<file path="config.mk">
export PLATFORM = sky130hd
export DESIGN_NAME = supmon_regs
export DESIGN_NICKNAME = d
export VERILOG_FILES = /design/src/supmon_pkg.sv /design/src/supmon_flag.sv /design/src/supmon_regs.sv
export VERILOG_INCLUDE_DIRS = /design/src
export SDC_FILE = /design/constraint.sdc
export NUM_CORES = 1
export LEC_CHECK = 0
export BUFFER_PORTS_ARGS = -buffer_cell sky130_fd_sc_hd__buf_4
export CAP_MARGIN = 20
export CORE_ASPECT_RATIO = 0.7
export CORE_MARGIN = 2
export CORE_UTILIZATION = 50
export CTS_BUF_LIST = sky130_fd_sc_hd__clkbuf_16
export DETAILED_ROUTE_END_ITERATION = 6
export PLACE_DENSITY = 0.74
export SLEW_MARGIN = 20
export SYNTH_ARGS = -nofsm -noshare
export SYNTH_HDL_FRONTEND = slang
export SYNTH_SLANG_ARGS = --single-unit
</file>
<file path="constraint.sdc">
create_clock -name mclk -period 2.2 [get_ports mclk]
set_input_delay 0.55 -clock mclk [delete_from_list [all_inputs] [get_ports mclk]]
set_output_delay 0.55 -clock mclk [all_outputs]
set_load 0.02 [all_outputs]
</file>
<file path="src/supmon_map.svh">
`ifndef SUPMON_MAP_SVH
`define SUPMON_MAP_SVH

// ----------------------------------------------------------------------------
// Register offsets
// ----------------------------------------------------------------------------
`define SUPMON_ADDR_STATUS      8'h07
`define SUPMON_ADDR_CONTROL     8'h08
`define SUPMON_ADDR_BROWNOUT    8'h09
`define SUPMON_ADDR_BATTERY     8'h0a
`define SUPMON_ADDR_TRIM        8'h0b
`define SUPMON_ADDR_TEMPCTL     8'h0d

// ----------------------------------------------------------------------------
// Field positions
// ----------------------------------------------------------------------------
`define SUPMON_STAT_LOW_SUPPLY  3
`define SUPMON_STAT_BAT_FIRST   2
`define SUPMON_STAT_BAT_SECOND  1
`define SUPMON_CTRL_AUTO_CLEAR  7
`define SUPMON_BAT_DISCONNECT   6
`define SUPMON_BAT_FIRST_LSB    3
`define SUPMON_BAT_SECOND_LSB   0
`define SUPMON_TRIM_DIG_LSB     6
`define SUPMON_TEMPCTL_SENSE    7

// ----------------------------------------------------------------------------
// Reset values
// ----------------------------------------------------------------------------
`define SUPMON_RST_SEL          3'h0
`define SUPMON_RST_BYTE         8'h00
`define SUPMON_ATRIM_ZERO       7'h20

// ----------------------------------------------------------------------------
// Trip levels in millivolts
// ----------------------------------------------------------------------------
`define SUPMON_MV_1875          13'd1875
`define SUPMON_MV_2025          13'd2025
`define SUPMON_MV_2125          13'd2125
`define SUPMON_MV_2250          13'd2250
`define SUPMON_MV_2295          13'd2295
`define SUPMON_MV_2475          13'd2475
`define SUPMON_MV_2550          13'd2550
`define SUPMON_MV_2700          13'd2700
`define SUPMON_MV_2805          13'd2805
`define SUPMON_MV_3060          13'd3060
`define SUPMON_MV_3750          13'd3750
`define SUPMON_MV_4125          13'd4125
`define SUPMON_MV_4250          13'd4250
`define SUPMON_MV_4675          13'd4675
`define SUPMON_MV_NONE          13'd0
`define SUPMON_MV_WIDTH         13

`endif

</file>
<file path="src/supmon_pkg.sv">
package supmon_pkg;

    typedef enum logic [1:0] {
        DTRIM_OFF,
        DTRIM_PLUS,
        DTRIM_ZERO,
        DTRIM_MINUS
    } supmon_dtrim_type;

    typedef logic [7:0] supmon_byte_type;

endpackage : supmon_pkg

</file>
<file path="src/supmon_flag.sv">
`timescale 1ns/10ps
module supmon_flag (
    input  wire logic mclk,
    input  wire logic sys_rst,
    input  wire logic raw_below,
    input  wire logic clear,
    output logic      level_sync,
    output logic      flag
);
    logic meta_q;
    logic sync_q;
    logic flag_q;

    // ------------------------------------------------------------------------
    // Synchroniser
    // ------------------------------------------------------------------------
    always_ff @(posedge mclk) begin
        if (sys_rst) begin
            meta_q <= 1'b0;
            sync_q <= 1'b0;
        end else begin
            meta_q <= raw_below;
            sync_q <= meta_q;
        end
    end

    // ------------------------------------------------------------------------
    // Sticky flag
    // ------------------------------------------------------------------------
    // Set beats clear so an event in the clearing cycle survives
    always_ff @(posedge mclk) begin
        if (sys_rst) begin
            flag_q <= 1'b0;
        end else if (sync_q) begin
            flag_q <= 1'b1;
        end else if (clear) begin
            flag_q <= 1'b0;
        end
    end

    assign level_sync = sync_q;
    assign flag       = flag_q;

endmodule : supmon_flag

</file>
<file path="src/supmon_regs.sv">
// Functional notes
// RULE_01 - Primary supply below brownout level sets the low-supply flag.
// RULE_02 - Brownout selector codes 0-3 low levels, codes 4-5 two highest.
// RULE_03 - Battery register at 0Ah: disconnect bit6, first sel 5:3, second 2:0.
// RULE_04 - Writing one to disconnect bit starts backup battery isolation.
// RULE_05 - Primary supply power-up clears disconnect bit and reconnects battery.
// RULE_06 - First battery selector: seven rising levels on codes 0 to 6.
// RULE_07 - Second battery selector: seven rising levels on codes 0 to 6.
// RULE_08 - Trim register at 0Bh: digital trim 7:6, analog trim 5:0.
// RULE_09 - Trim preset loaded at power-up; software writes leave it unchanged.
// RULE_10 - Digital trim skips or inserts pulses; analog trim changes load capacitance.
// RULE_11 - Digital code: 00 off, 01 plus step, 10 zero, 11 minus step.
// RULE_12 - Software changes digital trim only while temperature sensing is off; writes to 0Bh are ignored, the preset load waits for sensing off.
// RULE_13 - Analog trim 1ppm per step, code 0 is +32 down to -31.
// RULE_14 - Battery below first selected level sets first low-battery flag.
// RULE_15 - Battery below second selected level sets second low-battery flag.
// RULE_16 - With auto clear, status read ending in STOP clears the three flags.
// RULE_17 - Brownout selector sits in the three low bits at 09h.
// RULE_18 - Flags set from synchronised comparators and stay set until cleared.
`timescale 1ns/10ps
`include "supmon_map.svh"
module supmon_regs #(
    parameter int MV_W = `SUPMON_MV_WIDTH
) (
    input  wire logic                     mclk,
    input  wire logic                     sys_rst,
    input  wire logic [7:0]               reg_addr,
    input  wire supmon_pkg::supmon_byte_type reg_wdata,
    input  wire logic                     reg_wr,
    input  wire logic                     reg_rd,
    input  wire logic                     bus_stop,
    output supmon_pkg::supmon_byte_type   reg_rdata,
    input  wire logic [7:0]               factory_trim,
    input  wire logic                     vdd_power_up,
    input  wire logic                     supply_below,
    input  wire logic                     bat_first_below,
    input  wire logic                     bat_second_below,
    output logic [MV_W-1:0]               brownout_thresh_mv,
    output logic [MV_W-1:0]               bat_first_thresh_mv,
    output logic [MV_W-1:0]               bat_second_thresh_mv,
    output logic                          battery_isolate,
    output logic                          low_supply_flag,
    output logic                          battery_first_low_flag,
    output logic                          battery_second_low_flag,
    output logic                          temp_sense_enable,
    output supmon_pkg::supmon_dtrim_type  digital_trim_mode,
    output logic                          pulse_insert_en,
    output logic                          pulse_skip_en,
    output logic [5:0]                    load_cap_code,
    output logic signed [6:0]             analog_trim_ppm
);
    import supmon_pkg::*;

    // ------------------------------------------------------------------------
    // Elaboration checks
    // ------------------------------------------------------------------------
    if (MV_W != `SUPMON_MV_WIDTH) begin : g_width_check
        $error("supmon_regs: MV_W must equal the millivolt field width");
    end

    // ------------------------------------------------------------------------
    // Decode functions
    // ------------------------------------------------------------------------
    function automatic logic [MV_W-1:0] brownout_mv(input logic [2:0] sel);
        unique case (sel)
            3'h0:    brownout_mv = `SUPMON_MV_2295;
            3'h1:    brownout_mv = `SUPMON_MV_2550;
            3'h2:    brownout_mv = `SUPMON_MV_2805;
            3'h3:    brownout_mv = `SUPMON_MV_3060;
            3'h4:    brownout_mv = `SUPMON_MV_4250;
            3'h5:    brownout_mv = `SUPMON_MV_4675;
            default: brownout_mv = `SUPMON_MV_NONE;
        endcase
    endfunction : brownout_mv

    function automatic logic [MV_W-1:0] bat_first_mv(input logic [2:0] sel);
        unique case (sel)
            3'h0:    bat_first_mv = `SUPMON_MV_2125;
            3'h1:    bat_first_mv = `SUPMON_MV_2295;
            3'h2:    bat_first_mv = `SUPMON_MV_2550;
            3'h3:    bat_first_mv = `SUPMON_MV_2805;
            3'h4:    bat_first_mv = `SUPMON_MV_3060;
            3'h5:    bat_first_mv = `SUPMON_MV_4250;
            3'h6:    bat_first_mv = `SUPMON_MV_4675;
            default: bat_first_mv = `SUPMON_MV_NONE;
        endcase
    endfunction : bat_first_mv

    function automatic logic [MV_W-1:0] bat_second_mv(input logic [2:0] sel);
        unique case (sel)
            3'h0:    bat_second_mv = `SUPMON_MV_1875;
            3'h1:    bat_second_mv = `SUPMON_MV_2025;
            3'h2:    bat_second_mv = `SUPMON_MV_2250;
            3'h3:    bat_second_mv = `SUPMON_MV_2475;
            3'h4:    bat_second_mv = `SUPMON_MV_2700;
            3'h5:    bat_second_mv = `SUPMON_MV_3750;
            3'h6:    bat_second_mv = `SUPMON_MV_4125;
            default: bat_second_mv = `SUPMON_MV_NONE;
        endcase
    endfunction : bat_second_mv

    // ------------------------------------------------------------------------
    // Control state
    // ------------------------------------------------------------------------
    logic [2:0]       brownout_level_sel_q;
    logic [2:0]       battery_first_level_sel_q;
    logic [2:0]       battery_second_level_sel_q;
    logic             battery_disconnect_q;
    logic             auto_clear_enable_q;
    logic             temp_sense_enable_q;
    logic [7:0]       trim_q;
    logic             trim_loaded_q;
    logic             status_rd_q;
    supmon_byte_type  rdata_q;
    logic             wr_status;
    logic             auto_clear;
    logic             supply_sync;
    logic             bat_first_sync;
    logic             bat_second_sync;
    logic [1:0]       digital_trim_code;
    logic [5:0]       analog_trim_code;

    assign wr_status         = reg_wr && (reg_addr == `SUPMON_ADDR_STATUS);
    assign digital_trim_code = trim_q[7:`SUPMON_TRIM_DIG_LSB];               // RULE_08
    assign analog_trim_code  = trim_q[`SUPMON_TRIM_DIG_LSB-1:0];             // RULE_08

    always_ff @(posedge mclk) begin
        if (sys_rst) begin
            brownout_level_sel_q <= `SUPMON_RST_SEL;
        end else if (reg_wr && reg_addr == `SUPMON_ADDR_BROWNOUT) begin
            brownout_level_sel_q <= reg_wdata[2:0];                          // RULE_17
        end
    end

    always_ff @(posedge mclk) begin
        if (sys_rst) begin
            battery_first_level_sel_q  <= `SUPMON_RST_SEL;
            battery_second_level_sel_q <= `SUPMON_RST_SEL;
        end else if (reg_wr && reg_addr == `SUPMON_ADDR_BATTERY) begin
            battery_first_level_sel_q  <= reg_wdata[`SUPMON_BAT_FIRST_LSB+:3];  // RULE_03
            battery_second_level_sel_q <= reg_wdata[`SUPMON_BAT_SECOND_LSB+:3]; // RULE_03
        end
    end

    // Power-up of the primary supply outranks a coincident write
    always_ff @(posedge mclk) begin
        if (sys_rst) begin
            battery_disconnect_q <= 1'b0;
        end else if (vdd_power_up) begin
            battery_disconnect_q <= 1'b0;                                    // RULE_05
        end else if (reg_wr && reg_addr == `SUPMON_ADDR_BATTERY) begin
            battery_disconnect_q <= reg_wdata[`SUPMON_BAT_DISCONNECT];       // RULE_04
        end
    end

    always_ff @(posedge mclk) begin
        if (sys_rst) begin
            auto_clear_enable_q <= 1'b0;
        end else if (reg_wr && reg_addr == `SUPMON_ADDR_CONTROL) begin
            auto_clear_enable_q <= reg_wdata[`SUPMON_CTRL_AUTO_CLEAR];
        end
    end

    always_ff @(posedge mclk) begin
        if (sys_rst) begin
            temp_sense_enable_q <= 1'b0;
        end else if (reg_wr && reg_addr == `SUPMON_ADDR_TEMPCTL) begin
            temp_sense_enable_q <= reg_wdata[`SUPMON_TEMPCTL_SENSE];
        end
    end

    // ------------------------------------------------------------------------
    // Trim recall
    // ------------------------------------------------------------------------
    // Preset is sampled after reset release, never under reset; no write path
    always_ff @(posedge mclk) begin
        if (sys_rst) begin
            trim_q        <= `SUPMON_RST_BYTE;
            trim_loaded_q <= 1'b0;
        end else if (!trim_loaded_q && !temp_sense_enable_q) begin
            trim_q        <= factory_trim;                                   // RULE_09 RULE_12
            trim_loaded_q <= 1'b1;
        end
    end

    always_ff @(posedge mclk) begin
        if (sys_rst) begin
            digital_trim_mode <= DTRIM_OFF;
            pulse_insert_en   <= 1'b0;
            pulse_skip_en     <= 1'b0;
        end else begin
            unique case (digital_trim_code)                                  // RULE_11
                2'h0: digital_trim_mode <= DTRIM_OFF;
                2'h1: digital_trim_mode <= DTRIM_PLUS;
                2'h2: digital_trim_mode <= DTRIM_ZERO;
                2'h3: digital_trim_mode <= DTRIM_MINUS;
            endcase
            // Speeding up inserts pulses, slowing down skips them
            pulse_insert_en <= (digital_trim_code == 2'h1);                  // RULE_10
            pulse_skip_en   <= (digital_trim_code == 2'h3);                  // RULE_10
        end
    end

    always_ff @(posedge mclk) begin
        if (sys_rst) begin
            load_cap_code   <= 6'h00;
            analog_trim_ppm <= 7'sh00;
        end else begin
            load_cap_code   <= analog_trim_code;                             // RULE_10
            analog_trim_ppm <= signed'(`SUPMON_ATRIM_ZERO - {1'b0, analog_trim_code}); // RULE_13
        end
    end

    // ------------------------------------------------------------------------
    // Trip level outputs
    // ------------------------------------------------------------------------
    always_ff @(posedge mclk) begin
        if (sys_rst) begin
            brownout_thresh_mv   <= `SUPMON_MV_NONE;
            bat_first_thresh_mv  <= `SUPMON_MV_NONE;
            bat_second_thresh_mv <= `SUPMON_MV_NONE;
        end else begin
            brownout_thresh_mv   <= brownout_mv(brownout_level_sel_q);       // RULE_02
            bat_first_thresh_mv  <= bat_first_mv(battery_first_level_sel_q); // RULE_06
            bat_second_thresh_mv <= bat_second_mv(battery_second_level_sel_q); // RULE_07
        end
    end

    // ------------------------------------------------------------------------
    // Monitor flags
    // ------------------------------------------------------------------------
    // A status read counts only when the transfer closes with STOP
    always_ff @(posedge mclk) begin
        if (sys_rst) begin
            status_rd_q <= 1'b0;
        end else if (bus_stop || reg_wr) begin
            status_rd_q <= 1'b0;
        end else if (reg_rd && reg_addr == `SUPMON_ADDR_STATUS) begin
            status_rd_q <= 1'b1;
        end
    end

    assign auto_clear = bus_stop && status_rd_q && auto_clear_enable_q;      // RULE_16

    supmon_flag u_low_supply (
        .mclk       (mclk),
        .sys_rst    (sys_rst),
        .raw_below  (supply_below),                                          // RULE_01
        .clear      (auto_clear || (wr_status && !reg_wdata[`SUPMON_STAT_LOW_SUPPLY])),
        .level_sync (supply_sync),
        .flag       (low_supply_flag)
    );

    supmon_flag u_bat_first (
        .mclk       (mclk),
        .sys_rst    (sys_rst),
        .raw_below  (bat_first_below),                                       // RULE_14
        .clear      (auto_clear || (wr_status && !reg_wdata[`SUPMON_STAT_BAT_FIRST])),
        .level_sync (bat_first_sync),
        .flag       (battery_first_low_flag)
    );

    supmon_flag u_bat_second (
        .mclk       (mclk),
        .sys_rst    (sys_rst),
        .raw_below  (bat_second_below),                                      // RULE_15
        .clear      (auto_clear || (wr_status && !reg_wdata[`SUPMON_STAT_BAT_SECOND])),
        .level_sync (bat_second_sync),
        .flag       (battery_second_low_flag)
    );

    // ------------------------------------------------------------------------
    // Read path
    // ------------------------------------------------------------------------
    always_ff @(posedge mclk) begin
        if (sys_rst) begin
            rdata_q <= `SUPMON_RST_BYTE;
        end else if (reg_rd) begin
            rdata_q <= `SUPMON_RST_BYTE;
            unique case (reg_addr)
                `SUPMON_ADDR_STATUS: begin
                    rdata_q[`SUPMON_STAT_LOW_SUPPLY] <= low_supply_flag;
                    rdata_q[`SUPMON_STAT_BAT_FIRST]  <= battery_first_low_flag;
                    rdata_q[`SUPMON_STAT_BAT_SECOND] <= battery_second_low_flag;
                end
                `SUPMON_ADDR_CONTROL: rdata_q[`SUPMON_CTRL_AUTO_CLEAR] <= auto_clear_enable_q;
                `SUPMON_ADDR_BROWNOUT: rdata_q[2:0] <= brownout_level_sel_q;
                `SUPMON_ADDR_BATTERY: begin
                    rdata_q[`SUPMON_BAT_DISCONNECT]     <= battery_disconnect_q;
                    rdata_q[`SUPMON_BAT_FIRST_LSB+:3]  <= battery_first_level_sel_q;
                    rdata_q[`SUPMON_BAT_SECOND_LSB+:3] <= battery_second_level_sel_q;
                end
                `SUPMON_ADDR_TRIM: rdata_q <= trim_q;                        // RULE_08
                `SUPMON_ADDR_TEMPCTL: rdata_q[`SUPMON_TEMPCTL_SENSE] <= temp_sense_enable_q;
                default: rdata_q <= `SUPMON_RST_BYTE;
            endcase
        end
    end

    assign reg_rdata         = rdata_q;
    assign battery_isolate   = battery_disconnect_q;                          // RULE_04
    assign temp_sense_enable = temp_sense_enable_q;

    // ------------------------------------------------------------------------
    // Assertions
    // ------------------------------------------------------------------------
    property p_supply_sets;
        @(posedge mclk) disable iff (sys_rst)
        supply_below |-> ##3 low_supply_flag;
    endproperty
    a_supply_sets: assert property (p_supply_sets)                        // RULE_01
        else $error("low supply flag not set after sustained brownout");

    property p_brownout_top;
        @(posedge mclk) disable iff (sys_rst)
        (brownout_level_sel_q == 3'h5) [*2] |-> brownout_thresh_mv == `SUPMON_MV_4675;
    endproperty
    a_brownout_top: assert property (p_brownout_top)                      // RULE_02
        else $error("brownout code 5 not at top level");

    property p_battery_write;
        @(posedge mclk) disable iff (sys_rst)
        reg_wr && reg_addr == `SUPMON_ADDR_BATTERY ##1 !reg_wr
        ##1 reg_rd && reg_addr == `SUPMON_ADDR_BATTERY
        |=> reg_rdata[5:0] == $past(reg_wdata[5:0], 3);
    endproperty
    a_battery_write: assert property (p_battery_write)                    // RULE_03
        else $error("battery selectors do not read back");

    property p_disconnect_set;
        @(posedge mclk) disable iff (sys_rst)
        reg_wr && reg_addr == `SUPMON_ADDR_BATTERY && reg_wdata[6] && !vdd_power_up
        |=> battery_isolate;
    endproperty
    a_disconnect_set: assert property (p_disconnect_set)                  // RULE_04
        else $error("disconnect write did not isolate battery");

    property p_reconnect;
        @(posedge mclk) disable iff (sys_rst)
        vdd_power_up |=> !battery_isolate;
    endproperty
    a_reconnect: assert property (p_reconnect)                            // RULE_05
        else $error("battery not reconnected after supply power-up");

    property p_first_levels;
        @(posedge mclk) disable iff (sys_rst)
        !$past(sys_rst) && $stable(battery_first_level_sel_q)
        && battery_first_level_sel_q == 3'h0
        |-> bat_first_thresh_mv == `SUPMON_MV_2125;
    endproperty
    a_first_levels: assert property (p_first_levels)                      // RULE_06
        else $error("first battery code 0 wrong level");

    property p_second_levels;
        @(posedge mclk) disable iff (sys_rst)
        $stable(battery_second_level_sel_q) && battery_second_level_sel_q == 3'h6
        |-> bat_second_thresh_mv == `SUPMON_MV_4125;
    endproperty
    a_second_levels: assert property (p_second_levels)                    // RULE_07
        else $error("second battery code 6 wrong level");

    property p_trim_ro;
        @(posedge mclk) disable iff (sys_rst)
        trim_loaded_q && reg_wr && reg_addr == `SUPMON_ADDR_TRIM |=> $stable(trim_q);
    endproperty
    a_trim_ro: assert property (p_trim_ro)                                // RULE_09
        else $error("trim changed on software write");

    property p_dtrim_plus;
        @(posedge mclk) disable iff (sys_rst)
        $stable(digital_trim_code) && digital_trim_code == 2'h1
        |-> pulse_insert_en && !pulse_skip_en && digital_trim_mode == DTRIM_PLUS;
    endproperty
    a_dtrim_plus: assert property (p_dtrim_plus)                          // RULE_11
        else $error("digital trim plus step decoded wrong");

    property p_atrim_step;
        @(posedge mclk) disable iff (sys_rst)
        $stable(analog_trim_code) && analog_trim_code == 6'h3f |-> analog_trim_ppm == -7'sd31;
    endproperty
    a_atrim_step: assert property (p_atrim_step)                          // RULE_13
        else $error("analog trim code 63 not at negative limit");

    property p_auto_clear;
        @(posedge mclk) disable iff (sys_rst)
        auto_clear && !supply_sync && !bat_first_sync && !bat_second_sync
        |=> !low_supply_flag && !battery_first_low_flag && !battery_second_low_flag;
    endproperty
    a_auto_clear: assert property (p_auto_clear)                          // RULE_16
        else $error("flags not cleared by status read with STOP");

    property p_sticky;
        @(posedge mclk) disable iff (sys_rst)
        low_supply_flag && !auto_clear && !wr_status |=> low_supply_flag;
    endproperty
    a_sticky: assert property (p_sticky)                                  // RULE_18
        else $error("low supply flag dropped without a clear");

endmodule : supmon_regs

</file>
# [After elaboration in Yosys (flattened, before gate mapping)]
# Cells that the tools add are included.
[word_totals] register_bits=95 output_inout_bits=69 word_cells=99 input_bits=33
[classes] n_eq_ne=26 n_reduce_logical=30 mux=15 n_addsub=1
[ops] op="$pmux 13 s7" count=2
[ops] op="$pmux 13 s6" count=1
[ops] op="$eq 8x4->1 const B" count=5
[ops] op="$eq 3x3->1 const B" count=8
[ops] op="$eq 3x2->1 const B" count=6
[ops] op="$pmux 2 s4" count=2
[ops] op="$logic_and 1x1->1" count=12
[ops] op="$eq 3x1->1 const B" count=3
[ops] op="$logic_not 3->1" count=3
[ops] op="$pmux 1 s3" count=3
[ops] op="$eq 8x3->1 const B" count=1
[ops] op="$sub 6x6->7 const A" count=1
[ops] op="$mux 1" count=6
[ops] op="$pmux 3 s2" count=1
[ops] op="$reduce_bool 2->1" count=3
[ops] op="$logic_not 1->1" count=5
[ops] op="$eq 2x2->1 const B" count=2
[ops] op="$logic_or 1x1->1" count=4
[ops] op="$reduce_or 2->1" count=2
[ops] op="$eq 2x1->1 const B" count=1
[ops] op="$logic_not 2->1" count=1

# [Depth between registers and ports, before layout]
# Gate-level depths: netlist (run 1).
[logic_depth] word_depth=6 depth_mapped=6 depth_no_buf=6

# [By module]
# From an unflattened synthesis (run 1), not the netlist that was laid out.
[hier_totals] cells_unflattened=339 area_unflattened_um2=3295.7
[modules_own_cells] module="supmon_regs" area_per_inst_um2=3021.6 cells_per_inst=315 seq_area_each_um2=1561.5 n_inst=1
[modules_own_cells] module="supmon_flag" area_per_inst_um2=91.3 cells_per_inst=8 seq_area_each_um2=60.1 n_inst=3

# [Worst setup path before layout (run 1)]
# Ideal clock, no wire load.
[synth_timing] path_type="in2reg" start="input port reg_addr[5]" end="register rdata_q[7] (netlist: reg_rdata[7])" stages=4 path_buffers=1 slack_ns=0.211 required_ns=2.112 setup_time_ns=0.088 t_arrival_ns=1.901 path_cell_list="or4_1 > buf_2 > or4_4 > a311oi_2"
[synth_between] elab_chain_cells=2 elab_cells_between_ends=4 cone_classes="eq/ne (3); mux (1)"
[synth_rtl] item="from (decl)" line="supmon_regs.sv:27" text="input wire logic [7:0] reg_addr,"
[synth_rtl] item="$eq 8x4->1" line="supmon_regs.sv:280" text="unique case (reg_addr)"
[synth_rtl] item="$pmux 1 s3 *" line="supmon_regs.sv:280"
[synth_rtl] item="to (signal assigned)" line="supmon_regs.sv:279" text="rdata_q <= `SUPMON_RST_BYTE;"
[synth_rtl] item="to (signal, indexed assignment)" line="supmon_regs.sv:282" text="rdata_q[`SUPMON_STAT_LOW_SUPPLY] <= low_supply_flag;"
[synth_rtl] item="to (signal, indexed assignment)" line="supmon_regs.sv:283" text="rdata_q[`SUPMON_STAT_BAT_FIRST] <= battery_first_low_flag;"
[synth_rtl] item="to (decl)" line="supmon_regs.sv:114" text="supmon_byte_type rdata_q;"
# Mark *: on every way between the ends. The rest lies on a longest branch, timed or not.
# A chain may end at the register's enable or synchronous reset.

# [Final worst setup path (run 1)]
[layout_timing] start="input port reg_addr[5]" end="register u_bat_first.flag_q (netlist: u_bat_first.flag)"
[layout_between] elab_chain_cells=5
[layout_rtl] item="$eq 8x3->1"
[layout_rtl] item="$logic_and 1x1->1" line="supmon_regs.sv:123" text="assign wr_status = reg_wr && (reg_addr == `SUPMON_ADDR_STATUS);"
[layout_rtl] item="$logic_and 1x1->1" line="supmon_regs.sv:258" text=".clear (auto_clear || (wr_status && !reg_wdata[`SUPMON_STAT_BAT_FIRST])),"
[layout_rtl] item="$logic_or 1x1->1" line="supmon_regs.sv:258"
[layout_rtl] item="$reduce_bool 2->1 (no line)"
[layout_rtl] item="to (signal assigned)" line="supmon_flag.sv:33" text="flag_q <= 1'b0;"
[layout_rtl] item="to (signal assigned)" line="supmon_flag.sv:35" text="flag_q <= 1'b1;"
[layout_rtl] item="to (signal assigned)" line="supmon_flag.sv:37" text="flag_q <= 1'b0;"
[layout_rtl] item="to (decl)" line="supmon_flag.sv:12" text="logic flag_q;"
# No other way between the ends.

==> run metrics, run 1 <==
status=complete, no violations; Site Rows=24; global route overflow=0; first-iteration detailed-routing DRC count=186; LEAKAGE=1.89 nW; Initial DRT Pass Iterations=7; largest net degree at the start of global routing=76; crit end category=flip-flop; Mapped Avg Cell Area=between 9 and 10 µm²; Post-CTS Setup Inserts=0; Total Routed Length=around 7.5 mm; top-area cell type share of the netlist area=0.533; Post-CTS Hold Buffers=0; post-route minimum period=roughly 1900 ps; WHS Path Cells=2; final hold violation count=0; DRC=0; flip-flop and latch area=about 1700 µm²; antenna violation net count after detailed routing=0; Via Count=2684; WP data required=between 2000 and 2500 ps; period utilization=0.852; switching power=between 0.7 and 0.8 mW; number of antenna violations at the first check in global routing=0; Ys Warns=0; sequential cell area fraction in the yosys report=0.533; I/O Buffers=slightly below 100; worst r2r src=battery_first_level_sel_q[0]$_SDFFE_PP0P_; Die W=101 µm; pwr dens=roughly 840 nW/µm²; Setup WS pre-CTS=6.07 ps; GR Util All Layers=0.216; clk slew on worst S/H paths=roughly 60 ps; Initial Util=0.521; Max Cap Violations=0; Final TNS setup=0 ps; CP startpoint kind=input pin; r2r setup slk=460 ps; Critical Path AT=between 2000 and 2500 ps; Synth Instances=about 340; Synth Flop Type=dfxtp_1; Int Pwr=between 2 and 3 mW; fin cells=511; unrepaired setup endpoints after global routing=no; DR WL/cell=around 15 µm; worst hold slack=between 300 and 400 ps; layout cells sized above 1=0.289; Seq pwr share=0.452; kind of critical path=in -> reg; hold wc startpoint=vdd_power_up; Slew Viols, Final=0; Clock power frac=0.466; H-tree levels=3; number of global-route vias before repair=about 2400; max frequency=0.533 GHz; Worst R2R End=bat_first_thresh_mv[6]$_SDFF_PP0_; highest net fanout along the worst path=5; Synth cell types=47; setup violators final=0; synth top area cells=dfxtp_1 53%, nor2_1 4.5%, mux2i_1 4.3%; io pins=roughly 100; DIE AREA=between 7000 and 8000 µm²; clk buf depth=2; DP HPWL=5.20 mm; Fill cells=approximately 490; Hold WC Path Type=in -> reg; slew margin rel.=0.664; Post-synth EDFFs=0; Die Height=71.6 µm; DR vias/cell=between 5 and 6; reg2reg path depth=6; area delta synth->final=33.3%; first-pass GRT wire length=roughly 12 mm; Nets=roughly 470; Multi-input gate area=1330 µm²; area of the mapped netlist=between 3000 and 4000 µm²; Synth Register Bits=87; CTS root buf=clkbuf_16; Placed Cells=slightly below 500; GPL Wtd Cong=just under 0.9; antenna diode count=0; Sw Ratio=0.218; core box area=6280 µm²; asr flop ratio synth=0; Layout Skew=between 10 and 15 ps; Worst-Skew Late Latency=340 ps; Slew @ Worst Pin=between 500 and 600 ps; TritonCTS clock tree=yes; post-CTS sizing=0; area leader, netlist=dfxtp_1; Clock Sink Count=87; TritonCTS Buffers=9; post-route setup slack=between 300 and 400 ps; Comb pwr share=0.082; Worst Hold Path EP=battery_isolate$_SDFFE_PP0P_; worst ir drop on vdd=about 0.49 mV
cell usage after synthesis (3+ instances only):
cell type	instances
a211oi_1	5
a21oi_1	17
a22o_1	5
and2_1	3
and3_1	3
buf_1	5
buf_4	9
clkbuf_1	14
dfxtp_1	87
ha_1	5
inv_1	15
mux2_2	3
mux2i_1	14
nand2_1	19
nand2b_1	7
nand4_1	5
nand4b_1	3
nor2_1	39
nor2b_1	19
nor3_1	7
o211ai_1	4
o21ai_0	14
or3_1	5
xnor2_1	5
cell families after synthesis:
family,Yosys count,share of synthesized area
and+or+nand+nor,120,0.193
buffers and inverters,44,0.0613
adders and majority gates,5,0.0191
other,1,0.00115
AOI/OAI and AO/OA,60,0.121
muxes,17,0.0532
xor gates and xnor gates,7,0.0188
DFF,87,0.533
critical path, stage by stage:
cell and delay (ps):
buf_4 110, or4_1 680, or3_1 460, o211ai_1 180, o21ai_0 110
power groups by stage:
| stage | Clock (mW) | Combinational (mW) | Sequential [mW] |
|---|---|---|---|
| finish | 1.71 | 0.302 | 1.66 |
| global route | 1.79 | 0.328 | 1.66 |
| CTS | 1.73 | 0.303 | 1.66 |
| detailed placement | 0 | 0.301 | 1.69 |
| global placement | 0 | 0.297 | 1.69 |
| floorplan | 0 | 0.126 | 1.73 |
sequential cells by signal, summed over array words and instances, names as in the netlist, 2 cells and up:
| register | flops |
|---|---|
| reg_rdata | 8 |
| brownout_thresh_mv | 9 |
| load_cap_code | 6 |
| bat_second_thresh_mv | 13 |
| brownout_level_sel_q | 3 |
| digital_trim_mode | 2 |
| bat_first_thresh_mv | 10 |
| trim_q | 8 |
| battery_first_level_sel_q | 3 |
| battery_second_level_sel_q | 3 |
| analog_trim_ppm | 6 |
cell type report:
| type | instances | area share |
|---|---|---|
| Clock buffer | 9 | 0.0517 |
| Clock inverter | 7 | 0.0256 |
| Inverter | 15 | 0.0129 |
| Multi-Input combinational cell | 211 | 0.305 |
| Sequential cell | 87 | 0.400 |
| Tap cell | 78 | 0.0224 |
| Timing Repair Buffer | 104 | 0.182 |
worst max-delay path by stage:
stage | startpoint | cells past startpoint | to | slack [ps]
CTS | reg_addr[5] | 4 | reg_rdata[7]$_SDFFE_PP0P_ | 350
floorplan | reg_addr[5] | 4 | reg_rdata[7]$_SDFFE_PP0P_ | 210
global placement | reg_addr[5] | 4 | reg_rdata[7]$_SDFFE_PP0P_ | 20
finish | reg_addr[5] | 5 | u_bat_first.flag$_SDFFE_PP0P_ | 330
detailed placement | reg_addr[5] | 5 | u_low_supply.flag$_SDFFE_PP0P_ | 6
global route | reg_addr[5] | 5 | u_bat_first.flag$_SDFFE_PP0P_ | 250
metal layers:
| layer | track usage | vias to the layer above | share of wire |
|---|---|---|---|
| met5 | 0 | - | 0 |
| met4 | 0.0502 | 0 | 0.0079 |
| met3 | 0.0751 | 8 | 0.070 |
| met2 | 0.327 | 93 | 0.46 |
| met1 | 0.298 | 1255 | 0.47 |
| li1 | - | 1328 | - |
per-stage QoR:
stage                     instance area [µm²]  power (mW)  utilization
after global placement                   4020        1.99        0.640
after detailed placement                 4020        1.99        0.640
final                                    4360        3.66        0.694
after CTS                                4360        3.68        0.694
after global routing                     4360        3.78        0.694
after floorplan                          3270        1.85            -
layout by cell type, fill, tap and decap left out, types with 2 or more instances in the layout:
| cell | n |
|---|---|
| nand2_1 | 19 |
| a211oi_1 | 5 |
| inv_1 | 17 |
| conb_1 | 2 |
| xnor2_1 | 5 |
| clkbuf_16 | 9 |
| xor2_1 | 2 |
| nand4b_1 | 3 |
| a22o_1 | 5 |
| o21ai_0 | 14 |
| nand2b_1 | 7 |
| a21oi_1 | 17 |
| nand4_1 | 5 |
| o211ai_1 | 4 |
| dfxtp_1 | 87 |
| nor2_1 | 39 |
| nor3_1 | 7 |
| mux2i_1 | 14 |
| buf_4 | 103 |
| a21boi_0 | 2 |
| nor2b_1 | 19 |
| mux2_2 | 3 |
| and2_1 | 3 |
| a31oi_1 | 2 |
| a22oi_1 | 2 |
| nor4_1 | 2 |
| or3_1 | 5 |
| and3_1 | 3 |
| nor3b_1 | 2 |
| ha_1 | 5 |
| bufinv_16 | 3 |
Power figures use the tool's default switching activity.
==> run 2: changes to the inputs <==
- ABC_AREA: default -> 1
- PLACE_DENSITY: 0.74 -> 0.75
==> run metrics, run 2 <==
WHS Path Cells=2 (unchanged); commonest non-fill, non-tap cell in the layout=buf_4; Die Height=70.7 µm (-1.3%); unrepaired setup endpoints after global routing=no; switching power=0.807 mW (+1.1%); sequential cell area fraction in the yosys report=0.548 (+0.0147); Post-CTS Hold Buffers=0 (unchanged); io pins=102 (unchanged); Post-CTS Setup Inserts=0 (unchanged); Synth Register Bits=87 (unchanged); Max Cap Violations=0 (unchanged); r2r setup slk=760 ps (+300 ps); number of global-route vias before repair=2547 (+4.3%); I/O Buffers=99 (unchanged); core box area=6190 µm² (-1.4%); kind of critical path=reg -> reg; worst ir drop on vdd=0.495 mV (+0.50%); antenna diode count=0 (unchanged); CTS root buf=clkbuf_16; Total Routed Length=7.21 mm (-4.0%); hold wc startpoint=u_bat_first.meta_q$_SDFF_PP0_; fin cells=563 (+10%); asr flop ratio synth=0 (unchanged); highest net fanout along the worst path=4 (-1); reg2reg path depth=6 (unchanged); setup violators final=0 (unchanged); Synth Flop Type=dfxtp_1; Layout Skew=4.57 ps (-6.99 ps); post-route minimum period=1440 ps (-431 ps); worst r2r src=battery_first_level_sel_q[0]$_SDFFE_PP0P_; Placed Cells=547 (+11%); post-CTS sizing=0 (unchanged); largest net degree at the start of global routing=29 (-62%); area leader, netlist=dfxtp_1; Critical Path AT=1650 ps (-440 ps); first-iteration detailed-routing DRC count=132 (-29%); H-tree levels=3 (unchanged); Sw Ratio=0.226 (+0.00850); Comb pwr share=0.093 (+0.011); Seq pwr share=0.466 (+0.014); period utilization=0.656 (-0.196); count leader, synth=dfxtp_1; Site Rows=24 (unchanged); leading cell types in the layout, fill and taps excluded=100 x buf_4, 87 x dfxtp_1, 52 x inv_1, 52 x nor2_1, 42 x nand2_1; LEAKAGE=2.00 nW (+5.8%); Mapped Avg Cell Area=8.20 µm² (-14%); Initial Util=0.514 (-0.00658); CP Launch Point=battery_first_level_sel_q[0]$_SDFFE_PP0P_; pwr dens=844 nW/µm² (+0.32%); layout cells sized above 1=0.260 (-0.0289); Clock power frac=0.440 (-0.026); Int Pwr=2.76 mW (-3.8%); global route overflow=0 (unchanged); GR Util All Layers=0.212 (-0.00410); max reg flops=13 (unchanged); post-layout util=0.683 (-0.0113); final hold violation count=0 (unchanged); clk buf depth=2 (unchanged); TritonCTS clock tree=yes; Post-synth EDFFs=0 (unchanged); TritonCTS Buffers=9 (unchanged); Die W=99.3 µm (-1.3%); max frequency=0.693 GHz (+30%); DR vias/cell=4.99 (-5.1%); Nets=518 (+11%); Via Count=2807 (+4.6%); synth cell count leaders=87 x dfxtp_1, 52 x nor2_1, 51 x inv_1; status=complete, no violations; GPL Wtd Cong=0.827 (-5.9%); top-area cell type share of the netlist area=0.548 (+0.0147); CP startpoint kind=flip-flop; Final TNS setup=0 ps (unchanged); Synth cell types=30 (-36%); clk slew on worst S/H paths=60 ps (about the same); number of antenna violations at the first check in global routing=0 (unchanged); DP HPWL=5.28 mm (+1.6%); DRC=0 (unchanged); Synth Instances=388 (+14%); synth top area cells=dfxtp_1 55%, a21oi_1 6.1%, nor2_1 6.1%; area of the mapped netlist=3180 µm² (-2.7%); first-pass GRT wire length=11.9 mm (-1.4%); Worst Hold Path EP=u_bat_first.level_sync$_SDFF_PP0_; antenna violation net count after detailed routing=0 (unchanged); Ys Warns=0 (unchanged); top flop regs=bat_second_thresh_mv (13), bat_first_thresh_mv (10), brownout_thresh_mv (9); Initial DRT Pass Iterations=4 (-3); Worst-Skew Late Latency=330 ps (about the same); crit end category=flip-flop; area delta synth->final=32.8%; DR WL/cell=12.8 µm (-13%); Hold WC Path Type=reg -> reg; Worst R2R End=bat_first_thresh_mv[6]$_SDFF_PP0_; WP data required=2410 ps (about the same); Largest Register=bat_second_thresh_mv; DIE AREA=7030 µm² (-2.6%); Slew Viols, Final=0 (unchanged); Clock Sink Count=87 (unchanged)
## run 2: stage by stage
step	area (µm²)	hold slack, ps	setup slack (ps)	power [mW]
finish	4220	411	756	3.56
global route	4220	424	618	3.71
CTS	4220	408	756	3.59
detailed placement	3910	398	433	2.03
global placement	3910	409	522	2.02
floorplan	3180	388	826	1.88
## run 2: how the worst max path moves through the flow
stage,endpoint,cells after the start
6_report,bat_first_thresh_mv[6]$_SDFF_PP0_,6
5_1_grt,battery_second_level_sel_q[0]$_SDFFE_PP0P_,7
4_1_cts,temp_sense_enable,1
3_5_place_dp,battery_first_level_sel_q[1]$_SDFFE_PP0P_,7
3_3_place_gp,battery_second_level_sel_q[0]$_SDFFE_PP0P_,7
2_1_floorplan,battery_second_level_sel_q[2]$_SDFFE_PP0P_,7
## run 2: routing by layer
layer	vias up	wire, µm	global-route usage
li1	1420	-	-
met1	1287	3300	0.275
met2	88	3180	0.328
met3	12	642	0.0850
met4	0	91	0.0624
met5	-	0	0
## run 2: power by group through the flow
stage	clock network (mW)	registers, mW	logic, mW
after global routing	1.68	1.67	0.366
after floorplan	0	1.75	0.138
final	1.57	1.66	0.333
after global placement	0	1.70	0.328
after CTS	1.60	1.66	0.335
after detailed placement	0	1.70	0.332
## run 2: cells by family after synthesis
logic type,synth area share
AOI/OAI and AO/OA,0.138
adders and majority gates,0.0197
buffers and inverters,0.103
DFF,0.548
other,0.00118
and+or+nand+nor,0.191
## run 2: final cells by class
cell class              count  area (µm²)
flip-flops and latches     87        1740
clock buffers               9         225
clock inverters             7        88.8
inverters                  54         203
well taps                  78        97.6
multi-input cells         228        1120
fillers                   538        1960
repair buffers            100         751
## run 2: worst max-delay path, cell delays in order (launching register included)
cell,delay [ps]
dfxtp_1,410
inv_1,120
ha_1,250
o21ai_0,240
nand2_1,90
inv_1,120
a31oi_1,90
